===== src/serial_rx_pkg.sv =====
// package: register map, field positions and reset values for the serial receiver
// assumes a 32-bit ahb-lite register bus, one word per register
package serial_rx_pkg;
  localparam logic [7:0] RX_STATUS_CONTROL_OFS = 8'h00;
  localparam logic [7:0] RX_DATA_OFS = 8'h04;
  localparam logic [7:0] TX_STATUS_CONTROL_OFS = 8'h08;
  localparam logic [7:0] BAUD_CONTROL_OFS = 8'h0c;
  localparam logic [7:0] BAUD_DIV_LOW_OFS = 8'h10;
  localparam logic [7:0] BAUD_DIV_HIGH_OFS = 8'h14;
  localparam logic [7:0] RX_INT_ENABLE_OFS = 8'h18;
  // receive_status_control fields
  localparam int PORT_ENABLE_BIT = 7;
  localparam int NINE_BIT_SELECT_BIT = 6;
  localparam int CONT_RECEIVE_BIT = 4;
  localparam int ADDR_DETECT_BIT = 3;
  localparam int FRAMING_ERR_BIT = 2;
  localparam int OVERRUN_ERR_BIT = 1;
  localparam int RX_NINTH_BIT = 0;
  // transmit_status_control fields used by the receiver
  localparam int SYNC_BIT = 4;
  localparam int HIGH_SPEED_BIT = 2;
  // baud_control fields
  localparam int WIDE_DIVISOR_BIT = 3;
  localparam int RX_IDLE_BIT = 6;
  // reset values
  localparam logic [7:0] RX_CTL_RESET = 8'h00;
  localparam logic [7:0] TX_CTL_RESET = 8'h02;
  localparam logic [7:0] BAUD_CTL_RESET = 8'h00;
  localparam logic [7:0] DIV_RESET = 8'h00;
  // oversampling
  localparam int OVERSAMPLE = 16;
  localparam logic [3:0] HALF_BIT_TICKS = 4'h7;
  localparam logic [3:0] FULL_BIT_TICKS = 4'hf;
  localparam int FIFO_DEPTH = 2;
endpackage


===== src/serial_rx.sv =====
// serial_rx: asynchronous receive path with two-entry fifo, framing/overrun errors,
// nine-bit reception and address detection; registers on ahb-lite.
// assumes RX pin synchronous to CLK; single-word ahb-lite transfers.
// Behaviour
// - fifo keeps framing error per character
// - status read-only; data read advances fifo
// - port disable clears framing status
// - framing error raises no interrupt
// - keep receiving after framing error
// - third character on full fifo: overrun
// - overrun blocks loads, fifo still readable
// - clearing receive or port enable clears overrun
// - nine-bit mode; ninth bit readable
// - address mode keeps only ninth-bit-one characters
// - flag on transfer; interrupt when enabled
// - address characters report ninth bit one
// - sixteen-times oversampling, mid start, majority
// - zero at stop marks framing error
// - receive flag while enabled and unread
`timescale 1ns/10ps
module serial_rx #(
  parameter int FIFO_ENTRIES = serial_rx_pkg::FIFO_DEPTH
) (
  // clock and reset
  input wire logic CLK,
  input wire logic RST_B,
  // ahb-lite slave
  input wire logic HSEL,
  input wire logic [31:0] HADDR,
  input wire logic [1:0] HTRANS,
  input wire logic HWRITE,
  input wire logic [2:0] HSIZE,
  input wire logic [31:0] HWDATA,
  input wire logic HREADY,
  output logic [31:0] HRDATA,
  output logic HREADYOUT,
  output logic HRESP,
  // serial line and receive event
  input wire logic RX_PIN,
  output logic RECEIVE_FLAG,
  output logic RECEIVE_IRQ
);
  import serial_rx_pkg::*;

  typedef enum logic [1:0] {
    ST_IDLE = 2'b00,
    ST_START = 2'b01,
    ST_DATA = 2'b10,
    ST_STOP = 2'b11
  } rx_state_e;

  // two-of-three vote over the last oversamples
  function automatic logic majority(input logic [2:0] s);
    majority = (s[0] & s[1]) | (s[0] & s[2]) | (s[1] & s[2]);
  endfunction

  // register select from a captured byte address
  function automatic logic reg_hit(input logic [7:0] a, input logic [7:0] ofs);
    reg_hit = (a == ofs);
  endfunction

  // registers
  logic [7:0] rx_ctl_q;
  logic [7:0] tx_ctl_q;
  logic [7:0] baud_ctl_q;
  logic [7:0] div_low_q;
  logic [7:0] div_high_q;
  logic rx_int_enable_q;
  logic overrun_q;

  // ahb address phase capture
  logic wr_pend_q;
  logic rd_pend_q;
  logic [7:0] addr_q;

  wire logic bus_take = HSEL & HREADY & HTRANS[1];
  wire logic wr_rx_ctl = wr_pend_q & reg_hit(addr_q, RX_STATUS_CONTROL_OFS);
  wire logic wr_tx_ctl = wr_pend_q & reg_hit(addr_q, TX_STATUS_CONTROL_OFS);
  wire logic wr_baud_ctl = wr_pend_q & reg_hit(addr_q, BAUD_CONTROL_OFS);
  wire logic wr_div_low = wr_pend_q & reg_hit(addr_q, BAUD_DIV_LOW_OFS);
  wire logic wr_div_high = wr_pend_q & reg_hit(addr_q, BAUD_DIV_HIGH_OFS);
  wire logic wr_int_en = wr_pend_q & reg_hit(addr_q, RX_INT_ENABLE_OFS);
  wire logic rd_data_now = rd_pend_q & reg_hit(addr_q, RX_DATA_OFS);
  wire logic port_on = rx_ctl_q[PORT_ENABLE_BIT];
  wire logic cont_rx_on = rx_ctl_q[CONT_RECEIVE_BIT];
  wire logic nine_bit_on = rx_ctl_q[NINE_BIT_SELECT_BIT];
  wire logic addr_detect_on = rx_ctl_q[ADDR_DETECT_BIT];
  wire logic async_on = port_on & ~tx_ctl_q[SYNC_BIT];
  wire logic rx_enabled = async_on & cont_rx_on;

  // baud tick at sixteen times bit rate
  wire logic wide_div = baud_ctl_q[WIDE_DIVISOR_BIT];
  wire logic high_speed = tx_ctl_q[HIGH_SPEED_BIT];
  wire logic [15:0] divisor = wide_div ? {div_high_q, div_low_q} : {8'h00, div_low_q};
  wire logic [1:0] pre_sel = {wide_div, high_speed};
  logic [17:0] tick_cnt_q;
  // tick period: divisor+1, twice or four times that
  wire logic [17:0] tick_top = (pre_sel == 2'b00) ? {divisor, 2'b11} :
                               (pre_sel == 2'b11) ? {2'b00, divisor} : {1'b0, divisor, 1'b1};
  wire logic os_tick = (tick_cnt_q == 18'h00000);

  always_ff @(posedge CLK) begin
    if (!RST_B || !rx_enabled || os_tick)
      tick_cnt_q <= rx_enabled ? tick_top : 18'h00000;
    else
      tick_cnt_q <= tick_cnt_q - 18'h00001;
  end

  // receiver state machine
  rx_state_e state_q;
  logic [3:0] tick_q;
  logic [3:0] bit_cnt_q;
  logic [8:0] shift_q;
  logic [2:0] samp_q;
  logic rx_prev_q;

  wire logic bit_done = os_tick & (tick_q == FULL_BIT_TICKS);
  wire logic bit_val = majority(samp_q);
  wire logic [3:0] data_bits = nine_bit_on ? 4'h9 : 4'h8;
  wire logic stop_done = (state_q == ST_STOP) & bit_done;
  wire logic [8:0] char_word = nine_bit_on ? shift_q : {1'b0, shift_q[8:1]};
  wire logic char_ninth = char_word[8];
  wire logic char_framing_error_flag = ~bit_val;
  wire logic keep_char = ~addr_detect_on | (nine_bit_on & char_ninth);

  // fifo storage: data, ninth bit and framing error per entry
  logic [9:0] fifo_mem_q [FIFO_ENTRIES];
  logic [$clog2(FIFO_ENTRIES)-1:0] rd_ptr_q;
  logic [$clog2(FIFO_ENTRIES)-1:0] wr_ptr_q;
  logic [$clog2(FIFO_ENTRIES):0] count_q;

  wire logic fifo_empty = (count_q == '0);
  wire logic fifo_full = (count_q == ($clog2(FIFO_ENTRIES)+1)'(FIFO_ENTRIES));
  wire logic pop = rd_data_now & ~fifo_empty;
  wire logic char_arrive = stop_done & keep_char & ~overrun_q;
  wire logic push = char_arrive & (~fifo_full | pop);
  wire logic overrun_set = char_arrive & fifo_full & ~pop;
  wire logic [9:0] top_entry = fifo_mem_q[rd_ptr_q];

  function automatic logic [$clog2(FIFO_ENTRIES)-1:0] ptr_inc(input logic [$clog2(FIFO_ENTRIES)-1:0] p);
    ptr_inc = (p == ($clog2(FIFO_ENTRIES))'(FIFO_ENTRIES - 1)) ? '0 : p + 1'b1;
  endfunction

  always_ff @(posedge CLK) begin
    if (!RST_B || !port_on) begin
      state_q <= ST_IDLE;
      tick_q <= 4'h0;
      bit_cnt_q <= 4'h0;
      shift_q <= 9'h000;
      samp_q <= 3'h7;
      rx_prev_q <= 1'b1;
    end else begin
      rx_prev_q <= RX_PIN;
      if (os_tick)
        samp_q <= {samp_q[1:0], RX_PIN};
      case (state_q)
        ST_IDLE: begin
          tick_q <= 4'h0;
          if (rx_enabled && rx_prev_q && !RX_PIN)
            state_q <= ST_START;
        end
        ST_START: begin
          if (os_tick)
            tick_q <= tick_q + 4'h1;
          if (os_tick && tick_q == HALF_BIT_TICKS) begin
            tick_q <= 4'h0;
            bit_cnt_q <= 4'h0;
            state_q <= RX_PIN ? ST_IDLE : ST_DATA;
          end
        end
        ST_DATA: begin
          if (os_tick)
            tick_q <= tick_q + 4'h1;
          if (bit_done) begin
            shift_q <= {bit_val, shift_q[8:1]};
            bit_cnt_q <= bit_cnt_q + 4'h1;
            if (bit_cnt_q == data_bits - 4'h1)
              state_q <= ST_STOP;
          end
        end
        ST_STOP: begin
          if (os_tick)
            tick_q <= tick_q + 4'h1;
          if (bit_done)
            state_q <= ST_IDLE;
        end
        default: state_q <= ST_IDLE;
      endcase
    end
  end

  always_ff @(posedge CLK) begin
    if (!RST_B || !port_on) begin
      rd_ptr_q <= '0;
      wr_ptr_q <= '0;
      count_q <= '0;
    end else begin
      if (push) begin
        fifo_mem_q[wr_ptr_q] <= {char_framing_error_flag, char_word};
        wr_ptr_q <= ptr_inc(wr_ptr_q);
      end
      if (pop)
        rd_ptr_q <= ptr_inc(rd_ptr_q);
      if (push && !pop)
        count_q <= count_q + 1'b1;
      else if (pop && !push)
        count_q <= count_q - 1'b1;
    end
  end

  // overrun: an enable clear wins over a same-cycle set; set sticks while enables stay on
  always_ff @(posedge CLK) begin
    if (!RST_B || !port_on || !cont_rx_on)
      overrun_q <= 1'b0;
    else if (overrun_set)
      overrun_q <= 1'b1;
  end

  // bus phase capture
  always_ff @(posedge CLK) begin
    if (!RST_B) begin
      wr_pend_q <= 1'b0;
      rd_pend_q <= 1'b0;
      addr_q <= 8'h00;
    end else begin
      wr_pend_q <= bus_take & HWRITE;
      rd_pend_q <= bus_take & ~HWRITE;
      if (bus_take)
        addr_q <= HADDR[7:0];
    end
  end

  // receive control: status bits and bit 5 are not stored
  always_ff @(posedge CLK) begin
    if (!RST_B)
      rx_ctl_q <= RX_CTL_RESET;
    else if (wr_rx_ctl)
      rx_ctl_q <= HWDATA[7:0] & 8'hd8;
  end

  // transmit control: only sync and speed select matter here
  always_ff @(posedge CLK) begin
    if (!RST_B)
      tx_ctl_q <= TX_CTL_RESET;
    else if (wr_tx_ctl)
      tx_ctl_q <= HWDATA[7:0] & 8'hfd;
  end

  always_ff @(posedge CLK) begin
    if (!RST_B)
      baud_ctl_q <= BAUD_CTL_RESET;
    else if (wr_baud_ctl)
      baud_ctl_q <= HWDATA[7:0] & 8'h0b;
  end

  always_ff @(posedge CLK) begin
    if (!RST_B)
      div_low_q <= DIV_RESET;
    else if (wr_div_low)
      div_low_q <= HWDATA[7:0];
  end

  always_ff @(posedge CLK) begin
    if (!RST_B)
      div_high_q <= DIV_RESET;
    else if (wr_div_high)
      div_high_q <= HWDATA[7:0];
  end

  always_ff @(posedge CLK) begin
    if (!RST_B)
      rx_int_enable_q <= 1'b0;
    else if (wr_int_en)
      rx_int_enable_q <= HWDATA[0];
  end

  // read data
  wire logic show_top = port_on & ~fifo_empty;
  // overrun reads clear as soon as an enable drops
  wire logic overrun_rd = overrun_q & port_on & cont_rx_on;
  wire logic [7:0] rx_ctl_rd = {rx_ctl_q[7:3], show_top & top_entry[9], overrun_rd,
                                show_top & top_entry[8]};
  wire logic [7:0] baud_rd = baud_ctl_q | {1'b0, state_q == ST_IDLE, 6'h00};
  wire logic [7:0] rd_mux = reg_hit(addr_q, RX_STATUS_CONTROL_OFS) ? rx_ctl_rd :
                            reg_hit(addr_q, RX_DATA_OFS) ? top_entry[7:0] :
                            reg_hit(addr_q, TX_STATUS_CONTROL_OFS) ? (tx_ctl_q | TX_CTL_RESET) :
                            reg_hit(addr_q, BAUD_CONTROL_OFS) ? baud_rd :
                            reg_hit(addr_q, BAUD_DIV_LOW_OFS) ? div_low_q :
                            reg_hit(addr_q, BAUD_DIV_HIGH_OFS) ? div_high_q :
                            reg_hit(addr_q, RX_INT_ENABLE_OFS) ? {7'h00, rx_int_enable_q} : 8'h00;
  assign HRDATA = rd_pend_q ? {24'h000000, rd_mux} : 32'h00000000;
  assign HREADYOUT = 1'b1;
  assign HRESP = 1'b0;

  assign RECEIVE_FLAG = rx_enabled & ~fifo_empty;
  assign RECEIVE_IRQ = RECEIVE_FLAG & rx_int_enable_q;
endmodule


===== config.mk =====
export PLATFORM = sky130hd
export DESIGN_NAME = serial_rx
export DESIGN_NICKNAME = d
export VERILOG_FILES = /design/src/serial_rx_pkg.sv /design/src/serial_rx.sv
export SDC_FILE = /design/constraint.sdc
export NUM_CORES = 1
export LEC_CHECK = 0
export BUFFER_PORTS_ARGS = -buffer_cell sky130_fd_sc_hd__buf_2
export CELL_PAD_IN_SITES_DETAIL_PLACEMENT = 1
export CELL_PAD_IN_SITES_GLOBAL_PLACEMENT = 1
export CORE_MARGIN = 2
export CORE_UTILIZATION = 38
export CTS_CLUSTER_DIAMETER = 100
export DETAILED_ROUTE_END_ITERATION = 16
export HOLD_SLACK_MARGIN = 0.02
export PLACE_DENSITY_LB_ADDON = 0.2
export SKIP_LAST_GASP = 1
export SYNTH_ARGS = -nofsm -noshare
export SYNTH_HDL_FRONTEND = slang
export SYNTH_SLANG_ARGS = --single-unit

===== constraint.sdc =====
create_clock -name CLK -period 2.4 [get_ports CLK]
set_input_delay 0.12 -clock CLK [delete_from_list [all_inputs] [get_ports CLK]]
set_output_delay 0.12 -clock CLK [all_outputs]
set_load 0.01 [all_outputs]

* Yosys cells after proc, flatten, opt, wreduce, memory -nomap -nowiden
Memories as Yosys holds them, arrays and structs flattened. A register that Yosys moved wholly into a read port is not among the register bits. Cells that the tools add are included.
Storage, ports and cells: flip-flop bits (word level) 88, RAM bits 20, bits of input ports 75, output and inout port bits 36, memories 1
Operators by class: add/subtract/negate cells 8, eq/ne operators 19, multiplexer cells 37, bitwise operators 45, reduce and logical (&&, ||, !) cells 27
Memories:
- fifo_mem_q | depth 2, width 10, rd ports 1, clocked after Yosys merged registers in 1, write ports 1, RTL line serial_rx.sv:127 | logic [9:0] fifo_mem_q [FIFO_ENTRIES];
Operators with widths (number):
- $mux W8 | 7
- $mux W18 | 3
- $and A1 B1 Y1 | 32
- $eq A8 B5 Y1 const B | 3
- $logic_not A18 Y1 | 1
- $sub A18 B1 Y18 const B | 1
- $mux W17 | 1
- $eq A8 B4 Y1 const B | 2
- $mux W16 | 1
- $mux W2 | 8
- $mux W4 | 4
- $pmux W4 S3 | 1
- $ne A2 B2 Y1 const B | 5
- $mux W1 | 9
- $mux W9 | 1
- $add A4 B1 Y4 const B | 2
- $eq A2 B2 Y1 const B | 4
- $eq A8 B3 Y1 const B | 1
- $logic_not A8 Y1 | 1
- $not A1 Y1 | 8
- $pmux W2 S4 | 1
- $pmux W4 S2 | 1
- $logic_not A1 Y1 | 7
- $or A4 B7 Y7 | 1
- 17 further kinds | 31

* Longest topological paths before layout
word-level depth 10, gate-level depth with buffers 10, mapped depth without buffers 9

* Worst setup path before layout
OpenSTA, ideal clock, no wires.
path kind register to register, start point reg tick_cnt_q[12], end point mem fifo_mem_q[0][0], enable pin, setup time 376 ps, data arrival time 2081 ps, path slack -57 ps, stages on the path, launching flop included 8, path through dfxtp_1 or4_4 buf_6 nor3_1 and4b_1 clkbuf_1 nand2_1 nor2_1
On the way: longest elaborated chain between the ends 9
Ends and longest elaborated chain:
- start, declared | RTL line serial_rx.sv:96 | logic [17:0] tick_cnt_q;
- start signal, assigned | RTL line serial_rx.sv:104 | tick_cnt_q <= rx_enabled ? tick_top : 18'h00000;
- start signal, assigned | RTL line serial_rx.sv:106 | tick_cnt_q <= tick_cnt_q - 18'h00001;
- $logic_not A18 Y1 | RTL line serial_rx.sv:100 | wire logic os_tick = (tick_cnt_q == 18'h00000);
- $and A1 B1 Y1 | RTL line serial_rx.sv:117 | wire logic bit_done = os_tick & (tick_q == FULL_BIT_TICKS);
- $and A1 B1 Y1 | RTL line serial_rx.sv:120 | wire logic stop_done = (state_q == ST_STOP) & bit_done;
- $and A1 B1 Y1 (2 in series) | RTL line serial_rx.sv:135 | wire logic char_arrive = stop_done & keep_char & ~overrun_q;
- $and A1 B1 Y1 | RTL line serial_rx.sv:136 | wire logic push = char_arrive & (~fifo_full | pop);
- $mux W1 | RTL line serial_rx.sv:198 | if (push) begin
- $mux W1 | RTL line serial_rx.sv:193 | if (!RST_B || !port_on) begin
- $mux W1 (implied by the code) | RTL line serial_rx.sv:199 | fifo_mem_q[wr_ptr_q] <= {char_framing_error_flag, char_word};
- end, declared | RTL line serial_rx.sv:127
Every way passes these cells.

* Worst setup path after layout
start point reg tick_cnt_q[7], end point reg tick_cnt_q[16]
On the way: longest elaborated chain between the ends 3, elaborated cells between the ends (all ways) 4, classes of those cells add/sub: 1; mux: 1; reduce/logical: 2
Ends and longest elaborated chain:
- parallel branches: the longest is 2 deep, another holds $sub A18 B1 Y18
- $mux W18 (*) | RTL line serial_rx.sv:103 | if (!RST_B || !rx_enabled || os_tick)
Mark *: on every way between the ends. A chain may end at the register's enable or synchronous reset.

==> results by group <==
Critical path
  • Setup CP Type: flip-flop to flip-flop
  • Worst Path Required: 2.69 ns
  • CP arrival: 2.65 ns
  • Crit path max-delay family: simple AND/OR/NAND/NOR gates
  • Crit start category: flip-flop
  • Worst path cell trace: or4_1, buf_4, nor2_1, a21boi_4, or4_1, o21ai_1
  • Worst setup path startpoint: tick_cnt_q[7]$_DFF_P_
  • Reg2reg start: tick_cnt_q[7]$_DFF_P_
  • Worst reg2reg path depth: 6
  • CP endpoint kind: flip-flop
  • CP max-delay cell: or4_1
  • CP Buf/Inv Count: 1
  • Worst-path maximum fanout: 16
  • Reg2reg end: tick_cnt_q[16]$_DFF_P_
  • R2R setup slack: roughly 0.043 ns
  • Max stage delay on crit path: 0.60 ns
  • Crit path top cell by count: or4_1

Routing
  • DR pass1 iterations: 4
  • Final wirelength: 14700 microns
  • Routed Antenna Nets: 0
  • # DRC: 0
  • Drt initial violations: 217
  • Wire per inst: 17.2 microns
  • Vias after detailed routing: 4478
  • Vias per cell: around 5.2

Synthesis
  • Post-Syn Area: roughly 5600 sq um
  • Post-synthesis sequential area ratio: 0.422
  • Area leader, netlist: dfxtp_1
  • Top cells by area, synth: dfxtp_1 (31%), edfxtp_1 (11%), mux2i_1 (9.1%), nor2b_1 (3.9%), nor2_1 (3.8%)
  • Number of enable flip-flop cells after synthesis: 20
  • Seq cells post-synth: 108
  • Top-area cell type share of the netlist area: 0.315
  • Syn Inst Count: approximately 610
  • Top FF cell, synth: dfxtp_1
  • Synth cell count leaders: dfxtp_1 (88), nor2_1 (57), nand2_1 (52)
  • Ys async rst share: 0
  • Ys Warns: 0
  • Count leader, synth: dfxtp_1
  • Synth cell types: between 60 and 70
  • Average cell area after synthesis: about 9.1 sq um

Global route
  • Aggregate global routing overflow: 0
  • Largest net degree at the start of global routing: 40
  • Total track usage: 0.191
  • Initial antenna violation count: 0
  • Vias in the first global route: 4615
  • First-pass GRT wire length: roughly 24000 microns

Min path
  • Hold Startpoint: HWDATA[5]
  • Worst Hold Class: primary input to flip-flop
  • Hold Path Sink: tx_ctl_q[5]$_SDFFE_PN0P_
  • Hold Path Stages: 3

Clocking
  • CTS sink cnt: 108
  • TritonCTS clock tree: yes
  • H-tree depth: 3
  • CTS Buf Count: 9
  • Clock Tree Buf Depth: 2
  • Root buffer cell: clkbuf_16
  • Clock Pin Slew Worst Setup and Hold Paths: 0.08 ns
  • Worst skew pair latency: ~0.37 ns

Power and ir drop
  • Leakage: 0.00258 uW
  • Pwr dens: 555 nW/um^2
  • Total Power: 3610 uW
  • Max VDD drop: 0.342 mV

Place
  • I/O Buffers: 32
  • Placed Area: 6030 sq um
  • Detailed Place HPWL: between 10000 and 15000 microns
  • Inst Count DP: 829
  • RD Place Congestion: 0.841

Layout
  • Ant. Diodes: 0
  • Final core occ: 0.449
  • Area Overhead vs Synth: 16.1%
  • Final #Nets: roughly 750
  • Filler instances: 1672
  • Fin cells: 856
  • Storage cell area: about 2400 sq um
  • Final std cell area, no fill: 6500 sq um
  • Area taken by multi-input logic gates: 2980 sq um
  • Layout cells sized above 1: 0.176

STA
  • Unrepaired setup endpoints after global routing: true
  • Relative slew slack: 0.601
  • Final Hold Fails: 0
  • Final cycle utilization of the critical path: 0.982
  • Post-layout min period: 2.36 ns
  • Max Slew Vio Count: 0
  • Final setup viols: 0
  • Worst-margin pin slew: 0.598 ns
  • Peak Freq: 424 MHz
  • Worst hold slack: 0.0514 ns
  • Max Clock Skew: 0.00708 ns

Floorplan
  • Starting Density: 0.387
  • Die Wd: 125 microns
  • Die ar.: 15700 sq um
  • Core area: roughly 14000 sq um
  • Cell row count: 44
  • I/O pin cnt: 111
  • Die Ht: 125 microns

Run status
  • Status: finished, final reports clean

Job
  • Total of max-cap violations: 0
-- layout make-up --
cell class / count / share of cell area
sequential: 108 / 0.364
timing repair buffer: 79 / 0.0866
multi-input combinational: 459 / 0.459
inverter: 10 / 0.00577
clock inverter: 7 / 0.0152
tap: 184 / 0.0354
clock buffer: 9 / 0.0346
-- worst reg2reg max path: cells and delay by family, from the launching register on --
| family | cells | cell delay (ns) |
|---|---|---|
| buffers and inverters | 1 | 0.21 |
| AO/OA/AOI/OAI | 2 | 0.30 |
| AND/OR/NAND/NOR | 3 | 1.43 |
| flip-flops | 1 | 0.34 |
-- how the worst max path moves through the flow --
stage          depth (start not counted)                       to
2_1_floorplan                          8  count_q[1]$_SDFFE_PP0P_
3_3_place_gp                           7  count_q[1]$_SDFFE_PP0P_
3_5_place_dp                           7  count_q[1]$_SDFFE_PP0P_
4_1_cts                                6  count_q[1]$_SDFFE_PP0P_
5_1_grt                                6   tick_cnt_q[16]$_DFF_P_
6_report                               6   tick_cnt_q[16]$_DFF_P_
-- kinds of logic (layout without fill, tap and decap cells) --
family / after synthesis / count (layout) / share of synthesized area
simple gates: 236 / 236 / 0.223
fa+ha+maj: 5 / 5 / 0.0112
flops: 108 / 108 / 0.422
buf+inv: 69 / 105 / 0.0689
xor+xnor: 23 / 23 / 0.0360
compound gates: 101 / 101 / 0.112
mux: 68 / 68 / 0.125
other cells: 2 / 26 / 0.00134
-- state kept, by name (all words and copies together) (netlist names), named ones only --
signal / cells
div_high_q: 8
tick_cnt_q: 18
rd_ptr_q: 1
overrun_q: 1
fifo_mem_q: 20
shift_q: 9
tx_ctl_q: 7
rd_pend_q: 1
baud_ctl_q: 3
state_q: 1
addr_q: 8
bit_cnt_q: 4
tick_q: 4
count_q: 2
div_low_q: 8
samp_q: 3
rx_prev_q: 1
wr_pend_q: 1
wr_ptr_q: 1
rx_int_enable_q: 1
rx_ctl_q: 4
-- cell usage in the layout, fill, tap and decap left out, drive strengths merged, types with 5 or more instances in the layout --
master / instances
clkbuf: 9
a21oi: 32
ha: 5
a21boi: 9
nor3: 20
dfxtp: 88
conb: 26
o21ai: 20
inv: 13
and3: 5
nand3: 16
nor2b: 35
a211oi: 12
edfxtp: 20
mux2: 17
or3: 13
xnor2: 15
buf: 69
o22ai: 9
dlygate4sd3: 10
nor4: 8
nor2: 57
xor2: 8
nand2: 52
mux2i: 51
-- layer usage --
metal / part of all wire / GRT usage
met1: 0.47 / 0.249
met2: 0.49 / 0.317
met3: 0.028 / 0.0449
met4: 0.016 / 0.0529
met5: 0 / 0
-- where the power goes --
group	total [uW]	switching, uW	leakage, uW	internal (uW)
Combinational	189	114	0.00149	74.7
Sequential	1850	6.31	0.000933	1840
Clock	1570	806	0.000157	762
-- repair_timing --
item                                    CTS  global route
gates cloned                              0             0
buffers inserted                          0             1
hold endpoints to repair                 11             0
hold buffers                             10             0
gates resized for setup                   3             5
endpoints found under the setup margin    2            26
pin swaps                                 0             1
-- metrics by stage --
| step | setup TNS (ns) | setup WS (ns) |
|---|---|---|
| after CTS | 0 | 0.00477 |
| after floorplan | 0 | 0.0367 |
| after global placement | 0 | 0.000304 |
| after detailed placement | -0.0177 | -0.0177 |
| final | 0 | 0.0431 |
| after global routing | -0.949 | -0.0946 |
Note: power is estimated with default switching activity, not from simulation.
